## src/common/trunk_regs_pkg.sv

```systemverilog
// Constants and carrier types for the trunk loopback / elastic store / signaling register bank.
// Assumes an AHB-Lite master on hclk; one register per aligned 32-bit word.
package trunk_regs_pkg;
	// Register indices as printed; byte address is four times the index
	localparam logic [7:0] IDX_LOOP_1_8 = 8'h4b;
	localparam logic [7:0] IDX_LOOP_9_16 = 8'h4c;
	localparam logic [7:0] IDX_LOOP_17_24 = 8'h4d;
	localparam logic [7:0] IDX_LOOP_25_32 = 8'h4e;
	localparam logic [7:0] IDX_STORE_CTRL = 8'h4f;
	localparam logic [7:0] IDX_SIG_FIRST = 8'h50;
	localparam logic [7:0] IDX_SIG_LAST = 8'h5f;
	localparam logic [7:0] IDX_STORE_STATUS = 8'h40;
	localparam logic [7:0] IDX_SIG_MODE = 8'h41;
	localparam int ADDR_LSB = 2;
	localparam int NUM_CHAN = 32;
	localparam int NUM_SIG = 16;
	// Control bit positions
	localparam int BIT_TX_ALIGN = 7;
	localparam int BIT_TX_RESET = 6;
	localparam int BIT_TX_MIN_DELAY = 5;
	localparam int BIT_TX_ENABLE = 4;
	localparam int BIT_RX_ALIGN = 3;
	localparam int BIT_RX_RESET = 2;
	localparam int BIT_RX_MIN_DELAY = 1;
	localparam int BIT_RX_ENABLE = 0;
	localparam logic [7:0] RESET_BYTE = 8'h00;
	// Store geometry in bits: two frames of 32 timeslots
	localparam int FRAME_BITS = 256;
	localparam int PTR_W = 9;
	localparam logic [PTR_W-1:0] FULL_DEPTH = 9'h1ff;
	localparam logic [PTR_W-1:0] MIN_DEPTH = 9'h01f;
	localparam logic [PTR_W-1:0] HALF_FRAME = 9'h080;
	localparam logic [PTR_W-1:0] ONE_FRAME = 9'h100;
	localparam logic [PTR_W-1:0] MIN_HALF = 9'h010;
	localparam logic [1:0] HTRANS_NONSEQ = 2'b10;
	localparam logic [2:0] HSIZE_WORD = 3'b010;
	localparam logic [31:0] WORD_ZERO = 32'h0000_0000;

	typedef enum logic [1:0] {
		SIG_E1_CAS = 2'b00,
		SIG_E1_CCS = 2'b01,
		SIG_T1_ESF = 2'b10
	} sig_mode_t;

	// One direction of the serial data path: bit, write strobe, read strobe
	typedef struct packed {
		logic data;
		logic wr;
		logic rd;
	} bit_path_t;

	typedef struct packed {
		logic [3:0] abcd;
		logic [4:0] chan;
	} sig_pick_t;
endpackage

```

## src/hw/trunk_loopback_elastic_signaling_regs.sv

```systemverilog
// Register bank with per-channel payload loopback on the transmit bypass path, two elastic stores and the
// transmit signaling map. Assumes AHB-Lite master on hclk; serial data strobes
// come from framer logic on the same clock.
`timescale 1ns/10ps
module trunk_loopback_elastic_signaling_regs #(
	parameter int NUM_CHAN_P = 32
) (
	input wire logic hclk,
	input wire logic hresetn,
	input wire logic clk_en,
	input wire logic hsel,
	input wire logic [31:0] haddr,
	input wire logic [1:0] htrans,
	input wire logic hwrite,
	input wire logic [2:0] hsize,
	input wire logic [31:0] hwdata,
	input wire logic hready,
	output logic [31:0] hrdata,
	output logic hreadyout,
	output logic hresp,
	input wire logic [4:0] tx_chan,
	input wire logic tx_sys_bit,
	input wire logic rx_line_bit,
	input wire trunk_regs_pkg::bit_path_t tx_store_path,
	input wire trunk_regs_pkg::bit_path_t rx_store_path,
	output logic tx_line_bit,
	output logic rx_sys_bit,
	input wire trunk_regs_pkg::sig_mode_t sig_mode,
	input wire logic [4:0] sig_chan,
	output trunk_regs_pkg::sig_pick_t sig_pick,
	output logic [6:0] sig_ccs_sel_out
);
	import trunk_regs_pkg::*;

	logic [7:0] loop_en [4];
	logic [7:0] store_ctrl;
	logic [7:0] sig_byte [NUM_SIG];
	logic [7:0] prev_ctrl;
	logic wr_pend;
	logic [7:0] wr_idx;
	logic [PTR_W-1:0] tx_wptr, tx_rptr, rx_wptr, rx_rptr;
	logic tx_mem [FRAME_BITS*2];
	logic rx_mem [FRAME_BITS*2];
	logic tx_out_q, rx_out_q;
	logic [7:0] rd_byte;

	// Address phase decode
	wire addr_ok = hsel && hready && (htrans == HTRANS_NONSEQ);
	wire [7:0] a_idx = haddr[ADDR_LSB+7:ADDR_LSB];
	wire is_loop = (wr_idx >= IDX_LOOP_1_8) && (wr_idx <= IDX_LOOP_25_32);
	wire is_sig = (wr_idx >= IDX_SIG_FIRST) && (wr_idx <= IDX_SIG_LAST);
	wire [1:0] loop_sel = 2'(wr_idx - IDX_LOOP_1_8);
	wire [3:0] sig_sel = 4'(wr_idx - IDX_SIG_FIRST);
	wire do_wr = wr_pend && clk_en;
	wire [7:0] wdat = hwdata[7:0];

	// Zero wait states, always OKAY
	assign hreadyout = 1'b1;
	assign hresp = 1'b0;

	// Read mux on the address phase so data is registered for the data phase
	wire r_loop = (a_idx >= IDX_LOOP_1_8) && (a_idx <= IDX_LOOP_25_32);
	wire r_sig = (a_idx >= IDX_SIG_FIRST) && (a_idx <= IDX_SIG_LAST);
	wire [1:0] r_lsel = 2'(a_idx - IDX_LOOP_1_8);
	wire [3:0] r_ssel = 4'(a_idx - IDX_SIG_FIRST);
	wire [PTR_W-1:0] tx_sep = tx_wptr - tx_rptr;
	wire [PTR_W-1:0] rx_sep = rx_wptr - rx_rptr;
	always_comb begin
		if (r_loop) begin
			rd_byte = loop_en[r_lsel];
		end else if (a_idx == IDX_STORE_CTRL) begin
			rd_byte = store_ctrl;
		end else if (r_sig) begin
			rd_byte = sig_byte[r_ssel];
		end else if (a_idx == IDX_STORE_STATUS) begin
			// Separation at or above half frame, per direction
			rd_byte = {6'h00, rx_sep >= HALF_FRAME, tx_sep >= HALF_FRAME};
		end else begin
			rd_byte = RESET_BYTE; // Unmapped reads as zero
		end
	end

	// Address phase capture
	always_ff @(posedge hclk or negedge hresetn) begin
		if (!hresetn) begin
			wr_pend <= 1'b0;
			wr_idx <= 8'h00;
			hrdata <= WORD_ZERO;
		end else if (clk_en) begin
			wr_pend <= addr_ok && hwrite;
			wr_idx <= a_idx;
			if (addr_ok && !hwrite) begin
				hrdata <= {24'h000000, rd_byte};
			end
		end
	end

	// Loopback banks: bank n holds channels 8n+1..8n+8, bit0 lowest
	genvar g;
	generate
		for (g = 0; g < 4; g++) begin : g_loop
			always_ff @(posedge hclk or negedge hresetn) begin
				if (!hresetn) begin
					loop_en[g] <= RESET_BYTE;
				end else if (do_wr && is_loop && loop_sel == 2'(g)) begin
					loop_en[g] <= wdat;
				end
			end
		end
		// Signaling bytes; no reset value is defined, cleared for determinism
		for (g = 0; g < NUM_SIG; g++) begin : g_sig
			always_ff @(posedge hclk or negedge hresetn) begin
				if (!hresetn) begin
					sig_byte[g] <= RESET_BYTE;
				end else if (do_wr && is_sig && sig_sel == 4'(g)) begin
					sig_byte[g] <= wdat;
				end
			end
		end
	endgenerate

	// Elastic store control and previous value for edge detection
	always_ff @(posedge hclk or negedge hresetn) begin
		if (!hresetn) begin
			store_ctrl <= RESET_BYTE;
			prev_ctrl <= RESET_BYTE;
		end else if (clk_en) begin
			prev_ctrl <= store_ctrl;
			if (do_wr && wr_idx == IDX_STORE_CTRL) begin
				store_ctrl <= wdat;
			end
		end
	end

	// Commands fire only on a fresh rise; holding a bit high does nothing more
	wire tx_align_cmd = store_ctrl[BIT_TX_ALIGN] && !prev_ctrl[BIT_TX_ALIGN];
	wire tx_reset_cmd = store_ctrl[BIT_TX_RESET] && !prev_ctrl[BIT_TX_RESET];
	wire rx_align_cmd = store_ctrl[BIT_RX_ALIGN] && !prev_ctrl[BIT_RX_ALIGN];
	wire rx_reset_cmd = store_ctrl[BIT_RX_RESET] && !prev_ctrl[BIT_RX_RESET];
	wire [PTR_W-1:0] tx_depth = store_ctrl[BIT_TX_MIN_DELAY] ? MIN_DEPTH : FULL_DEPTH;
	wire [PTR_W-1:0] rx_depth = store_ctrl[BIT_RX_MIN_DELAY] ? MIN_DEPTH : FULL_DEPTH;
	// In minimum-delay mode the "half" target shrinks to half the 32-bit store
	wire [PTR_W-1:0] tx_half = store_ctrl[BIT_TX_MIN_DELAY] ? MIN_HALF : HALF_FRAME;
	wire [PTR_W-1:0] rx_half = store_ctrl[BIT_RX_MIN_DELAY] ? MIN_HALF : HALF_FRAME;
	wire [PTR_W-1:0] tx_sep_m = tx_sep & tx_depth;
	wire [PTR_W-1:0] rx_sep_m = rx_sep & rx_depth;
	wire [PTR_W-1:0] tx_opp = store_ctrl[BIT_TX_MIN_DELAY] ? MIN_HALF : ONE_FRAME;
	wire [PTR_W-1:0] rx_opp = store_ctrl[BIT_RX_MIN_DELAY] ? MIN_HALF : ONE_FRAME;

	// Transmit store pointers; reset outranks align
	always_ff @(posedge hclk or negedge hresetn) begin
		if (!hresetn) begin
			tx_wptr <= '0;
			tx_rptr <= '0;
		end else if (clk_en) begin
			if (tx_reset_cmd) begin
				tx_wptr <= '0;
				tx_rptr <= tx_opp;
			end else if (tx_align_cmd && tx_sep_m < tx_half) begin
				tx_rptr <= (tx_wptr - tx_half) & tx_depth;
				tx_wptr <= (tx_wptr + (tx_store_path.wr ? 9'h001 : 9'h000)) & tx_depth;
			end else begin
				tx_wptr <= (tx_wptr + (tx_store_path.wr ? 9'h001 : 9'h000)) & tx_depth;
				tx_rptr <= (tx_rptr + (tx_store_path.rd ? 9'h001 : 9'h000)) & tx_depth;
			end
		end
	end

	// Receive store pointers
	always_ff @(posedge hclk or negedge hresetn) begin
		if (!hresetn) begin
			rx_wptr <= '0;
			rx_rptr <= '0;
		end else if (clk_en) begin
			if (rx_reset_cmd) begin
				rx_wptr <= '0;
				rx_rptr <= rx_opp;
			end else if (rx_align_cmd && rx_sep_m < rx_half) begin
				rx_rptr <= (rx_wptr - rx_half) & rx_depth;
				rx_wptr <= (rx_wptr + (rx_store_path.wr ? 9'h001 : 9'h000)) & rx_depth;
			end else begin
				rx_wptr <= (rx_wptr + (rx_store_path.wr ? 9'h001 : 9'h000)) & rx_depth;
				rx_rptr <= (rx_rptr + (rx_store_path.rd ? 9'h001 : 9'h000)) & rx_depth;
			end
		end
	end

	// Store arrays; tx writes are dropped during reset, so data is lost
	always_ff @(posedge hclk) begin
		if (clk_en) begin
			if (tx_store_path.wr && !tx_reset_cmd) begin
				tx_mem[tx_wptr] <= tx_store_path.data;
			end
			if (rx_store_path.wr) begin
				rx_mem[rx_wptr] <= rx_store_path.data;
			end
		end
	end

	// Per-channel source pick for the transmit bypass, not the store input: only the current slot
	wire tx_lb = loop_en[tx_chan[4:3]][tx_chan[2:0]];
	wire tx_src = tx_lb ? rx_line_bit : tx_sys_bit;

	// Registered outputs; bypass when the store is off
	always_ff @(posedge hclk or negedge hresetn) begin
		if (!hresetn) begin
			tx_out_q <= 1'b0;
			rx_out_q <= 1'b0;
		end else if (clk_en) begin
			tx_out_q <= store_ctrl[BIT_TX_ENABLE] ? tx_mem[tx_rptr] : tx_src;
			rx_out_q <= store_ctrl[BIT_RX_ENABLE] ? rx_mem[rx_rptr] : rx_line_bit;
		end
	end
	assign tx_line_bit = tx_out_q;
	assign rx_sys_bit = rx_out_q;

	// Signaling lookup for the channel being sent
	wire [4:0] cas_ch = sig_chan - 5'd1;
	wire [3:0] cas_idx = 4'(cas_ch[4:1]) + 4'd1;
	wire [3:0] esf_idx = 4'(cas_ch[4:1]);
	wire [3:0] pick_idx = (sig_mode == SIG_T1_ESF) ? esf_idx : cas_idx;
	wire [7:0] pick_byte = sig_byte[pick_idx];
	wire [3:0] nib = cas_ch[0] ? pick_byte[7:4] : pick_byte[3:0];
	// CCS: bit n sits at byte (n-1)/8, MSB first
	wire [6:0] ccs_n = {2'b00, sig_chan};
	always_ff @(posedge hclk or negedge hresetn) begin
		if (!hresetn) begin
			sig_pick <= '0;
			sig_ccs_sel_out <= 7'h00;
		end else if (clk_en) begin
			sig_pick.chan <= sig_chan;
			// CCS: nibble k holds bits 4k+1..4k+4, even k in the upper half
			if (sig_mode == SIG_E1_CCS) begin
				sig_pick.abcd <= sig_chan[0] ? sig_byte[sig_chan[4:1]][3:0]
					: sig_byte[sig_chan[4:1]][7:4];
			end else begin
				sig_pick.abcd <= nib;
			end
			sig_ccs_sel_out <= ccs_n;
		end
	end
endmodule

```

## config.mk

```make
export PLATFORM = sky130hd
export DESIGN_NAME = trunk_loopback_elastic_signaling_regs
export DESIGN_NICKNAME = d
export VERILOG_FILES = /design/src/common/trunk_regs_pkg.sv /design/src/hw/trunk_loopback_elastic_signaling_regs.sv
export SDC_FILE = /design/constraint.sdc
export NUM_CORES = 2
export LEC_CHECK = 0
export ABC_CLOCK_PERIOD_IN_PS = 6200
export BUFFER_PORTS_ARGS = -buffer_cell sky130_fd_sc_hd__buf_2
export CAP_MARGIN = 20
export CORE_ASPECT_RATIO = 2
export CORE_MARGIN = 10
export CORE_UTILIZATION = 30
export CTS_CLUSTER_DIAMETER = 100
export DETAILED_ROUTE_END_ITERATION = 10
export PLACE_DENSITY = 0.49
export RECOVER_POWER = 100
export SETUP_SLACK_MARGIN = 0.05
export SLEW_MARGIN = 15
export SYNTH_ARGS = -nofsm -noshare
export SYNTH_HDL_FRONTEND = slang
export SYNTH_SLANG_ARGS = --single-unit
```

## constraint.sdc

```tcl
create_clock -name hclk -period 6.2 [get_ports hclk]
set_input_delay 1.86 -clock hclk [delete_from_list [all_inputs] [get_ports hclk]]
set_output_delay 1.86 -clock hclk [all_outputs]
set_load 0.005 [all_outputs]
```

==> flow_metrics.env <==
export IMPL_path_cells="clkbuf_1 -> clkbuf_1 -> and4_1 -> nand2_1 -> clkbuf_1 -> nor2_1"
export IMPL_ys_flop_type="sky130_fd_sc_hd__edfxtp_1"
export IMPL_gr_usage_all_layers=0.1622
export IMPL_grt_first_pass_wirelength_um=257600
export IMPL_post_synth_top_count_cell="sky130_fd_sc_hd__nor2_1"
export IMPL_max_slew_margin=-1.307
export IMPL_tritoncts="yes"
export IMPL_dr_total_vias=35123
export IMPL_report_final_setup_viol=0
export IMPL_post_cts_resized_instances=0
export IMPL_report_final_slew_viol_count=961
export IMPL_remaining_drcs=0
export IMPL_signed_area_change_from_the_synthesized_netlist_to_the_final_layout_pct=10.93
export IMPL_detail_route_antenna_nets=0
export IMPL_holdCritPathClass="reg -> reg"
export IMPL_insertion_delay_ns=0.75
export IMPL_rrSetupSlack_ns=1.25
export IMPL_placement_rows=229
export IMPL_grt_setup_unrepaired="no"
export IMPL_core_area_um2=194600
export IMPL_synth_enable_flop_cells=1024
export IMPL_critPathKind="in -> reg"
export IMPL_post_synthesis_cell_area_um2=58660
export IMPL_number_of_flip_flops_and_latches_in_the_synthesized_netlist=1260
export IMPL_synthCells=4133
export IMPL_hold_viol=0
export IMPL_final_setup_tns_ns=0
export IMPL_routedLengthMet1_um=63180
export IMPL_avgSynthCellArea_um2=14.19
export IMPL_regToRegStartpoint="rx_rptr[1]"
export IMPL_synth_seq_area_share=0.6249
export IMPL_grt_overflow_total=0
export IMPL_worstSetupEndpointType="flip-flop"
export IMPL_worst_slew_pin_transition_ns=3.460
export IMPL_post_synth_most_frequent_cells="sky130_fd_sc_hd__nor2_1 (1088), sky130_fd_sc_hd__edfxtp_1 (1024), sky130_fd_sc_hd__mux4_2 (374)"
export IMPL_first_iter_violations=2945
export IMPL_die_h_um=645.3
export IMPL_final_layout_size_suffix_gt1_frac=0.2124
export IMPL_clk_pin_slew_ns=0.07
export IMPL_crit_path_frequent_cell="sky130_fd_sc_hd__clkbuf_1"
export IMPL_synth_area_leader_cell="sky130_fd_sc_hd__edfxtp_1"
export IMPL_tritoncts_num_buffers=110
export IMPL_die_w_um=332.7
export IMPL_power_density_nw_per_um2=330.6
export IMPL_synth_distinct_cells=67
export IMPL_max_vdd_ir_drop_v=0.0002598
export IMPL_setup_worst_path_start_class="primary input"
export IMPL_layout_nets=4213
export IMPL_postCtsSetupRepairBufs=0
export IMPL_cts_max_path_buffers=3
export IMPL_dr_pass1_iters=5
export IMPL_avgViaCountPerCell=5.227
export IMPL_data_arrival_critical_path_ns=5.51
export IMPL_wl_um=178300
export IMPL_dr_max_layer_used="met5"
export IMPL_violations="max-capacitance violations, max-slew violations"
export IMPL_io_pin_count=147
export IMPL_grt_pass1_vias=36819
export IMPL_timing_critical_path_fanout_max=27
export IMPL_wl_met2_um=100600
export IMPL_grt_max_degree=187
export IMPL_met3_wirelength_um=7078
export IMPL_timing_critical_path_slowest_stage_cell="sky130_fd_sc_hd__clkbuf_1"
export IMPL_initial_core_util=0.3015
export IMPL_floorplan_die_area_um2=214700
export IMPL_capture_instance_of_the_worst_register_to_register_path="rx_sys_bit"
export IMPL_run_status="complete, but fails checks"
export IMPL_ys_warnings_count=0
export IMPL_cts_stage_hold_buffer_count=0
export IMPL_routability_cong=0.8174
export IMPL_synth_top_area_frac=0.5242
export IMPL_clock_sink_count=1260
export IMPL_crit_path_end="rx_mem[63]"
export IMPL_total_leakage_power_nw=21.01
export IMPL_slowest_cell_delay_on_critical_path_ns=1.98
export IMPL_fin_crit_ns=5.101
export IMPL_timing_clock_skew_ns=0.02900
export IMPL_synth_top_cells_by_area="sky130_fd_sc_hd__edfxtp_1 (52%), sky130_fd_sc_hd__mux4_2 (14%), sky130_fd_sc_hd__dfrtp_1 (10%), sky130_fd_sc_hd__nor2_1 (7.0%), sky130_fd_sc_hd__mux2_2 (3.8%)"
export IMPL_layout_core_utilization=0.3344
export IMPL_dp_hpwl_um=110400
export IMPL_synthArstFlopShare=0.1873
export IMPL_antenna_found_initial=13
export IMPL_maxcap_viol_count=25
export IMPL_rr_worst_depth=8
export IMPL_routed_wire_length_per_instance_um=26.53
export IMPL_maximum_level_of_the_cts_h_tree=3
export IMPL_worstPathRequired_ns=6.61
export IMPL_finalCritPeriodShare=0.8227
export IMPL_max_freq_ghz=0.1960
export IMPL_timing_critical_path_from="clk_en"
export IMPL_io_buffer_count=67
export IMPL_clock_tree_root_cell="sky130_fd_sc_hd__clkbuf_16"
## stage by stage
step | hold WS [ns] | std cells | power [W] | cell area [µm²] | setup slack (ns)
after floorplan | 0.4551 | 4159 | 0.01268 | 58750 | 1.215
after global placement | 0.4669 | 6512 | 0.01480 | 61760 | 1.250
after detailed placement | 0.4742 | 6514 | 0.01482 | 61780 | 1.216
after CTS | 0.4954 | 6717 | 0.02184 | 65320 | 1.791
after global routing | 0.5197 | 6718 | 0.02229 | 65060 | 0.9578
final | 0.4948 | 6719 | 0.02151 | 65070 | 1.099
## cells in the final DEF (no fill, tap or decap), types with 10 or more instances in the layout
cell type and count:
sky130_fd_sc_hd__nand2_2 13, sky130_fd_sc_hd__buf_4 62, sky130_fd_sc_hd__conb_1 28, sky130_fd_sc_hd__nand2_1 183, sky130_fd_sc_hd__a21oi_1 53, sky130_fd_sc_hd__clkinv_1 23
sky130_fd_sc_hd__buf_12 11, sky130_fd_sc_hd__ha_1 33, sky130_fd_sc_hd__and3_1 14, sky130_fd_sc_hd__edfxtp_1 1024, sky130_fd_sc_hd__mux2i_1 121, sky130_fd_sc_hd__nor2_1 1086
sky130_fd_sc_hd__mux2_2 199, sky130_fd_sc_hd__clkbuf_2 14, sky130_fd_sc_hd__clkinv_2 17, sky130_fd_sc_hd__a22o_1 10, sky130_fd_sc_hd__mux4_2 374, sky130_fd_sc_hd__o22ai_1 38
sky130_fd_sc_hd__o221ai_1 31, sky130_fd_sc_hd__a22oi_1 18, sky130_fd_sc_hd__nor3_1 29, sky130_fd_sc_hd__nand2b_1 15, sky130_fd_sc_hd__inv_1 32, sky130_fd_sc_hd__nand3_1 34
sky130_fd_sc_hd__a211oi_1 10, sky130_fd_sc_hd__dfrtp_1 231, sky130_fd_sc_hd__clkbuf_1 88, sky130_fd_sc_hd__clkbuf_16 110, sky130_fd_sc_hd__o21ai_0 41, sky130_fd_sc_hd__nor2b_1 15
sky130_fd_sc_hd__buf_2 38
## metal layers
layer  global-route usage  vias up
met2               0.3194      908
met3              0.01890      308
met1               0.1724    18670
met5                    0        -
met4              0.06493        8
li1                     -    15229
## registers in the layout, summed over array words and instances, names as in the netlist, 4 cells and up
signal      flops
store_ctrl      8
rx_wptr         9
hrdata          8
prev_ctrl       4
tx_rptr         9
sig_pick        9
tx_mem        512
wr_idx          8
rx_mem        512
tx_wptr         9
sig_byte      128
rx_rptr         9
loop_en        32
## how the worst min path moves through the flow
stage | startpoint | to | slack (ns) | depth (start not counted)
floorplan | wr_pend | wr_pend | 0.46 | 1
global placement | tx_line_bit | tx_line_bit | 0.47 | 1
detailed placement | tx_line_bit | tx_line_bit | 0.47 | 1
CTS | tx_line_bit | tx_line_bit | 0.50 | 1
global route | prev_ctrl[7] | prev_ctrl[7] | 0.52 | 1
finish | tx_line_bit | tx_line_bit | 0.49 | 1
## kinds of logic (layout without fill, tap and decap cells)
family / Yosys count / after routing / synth area share
xor gates and xnor gates: 20 / 20 / 0.002986
and+or+nand+nor: 1442 / 1442 / 0.09868
adders and majority gates: 33 / 33 / 0.007039
AOI/OAI and AO/OA: 274 / 274 / 0.03225
buffers and inverters: 407 / 424 / 0.03136
muxes: 695 / 695 / 0.2026
DFF: 1260 / 1260 / 0.6249
other: 2 / 30 / 0.0001280
## report_power, final
part	total [W]	switching (W)	internal [W]
clock	0.00699	0.00333	0.00367
combinational	0.00492	0.00302	0.00190
sequential	0.00960	0.000354	0.00925
## cell type report
type                    instances  area (µm²)
fillers                     18938      129500
multi-input cells            2492       20340
repair buffers                184        1186
clock buffers                 144        2900
well taps                    2541        3179
inverters                      37       138.9
flip-flops and latches       1260       36670
diodes                          2       5.005
clock inverters                59       643.1
## worst max-delay path, delay by kind of cell
kind / cells / cell delay, ns
AND/OR/NAND/NOR: 3 / 0.89
buffers and inverters: 3 / 2.70
No activity file was read; power rests on OpenSTA's default activity.
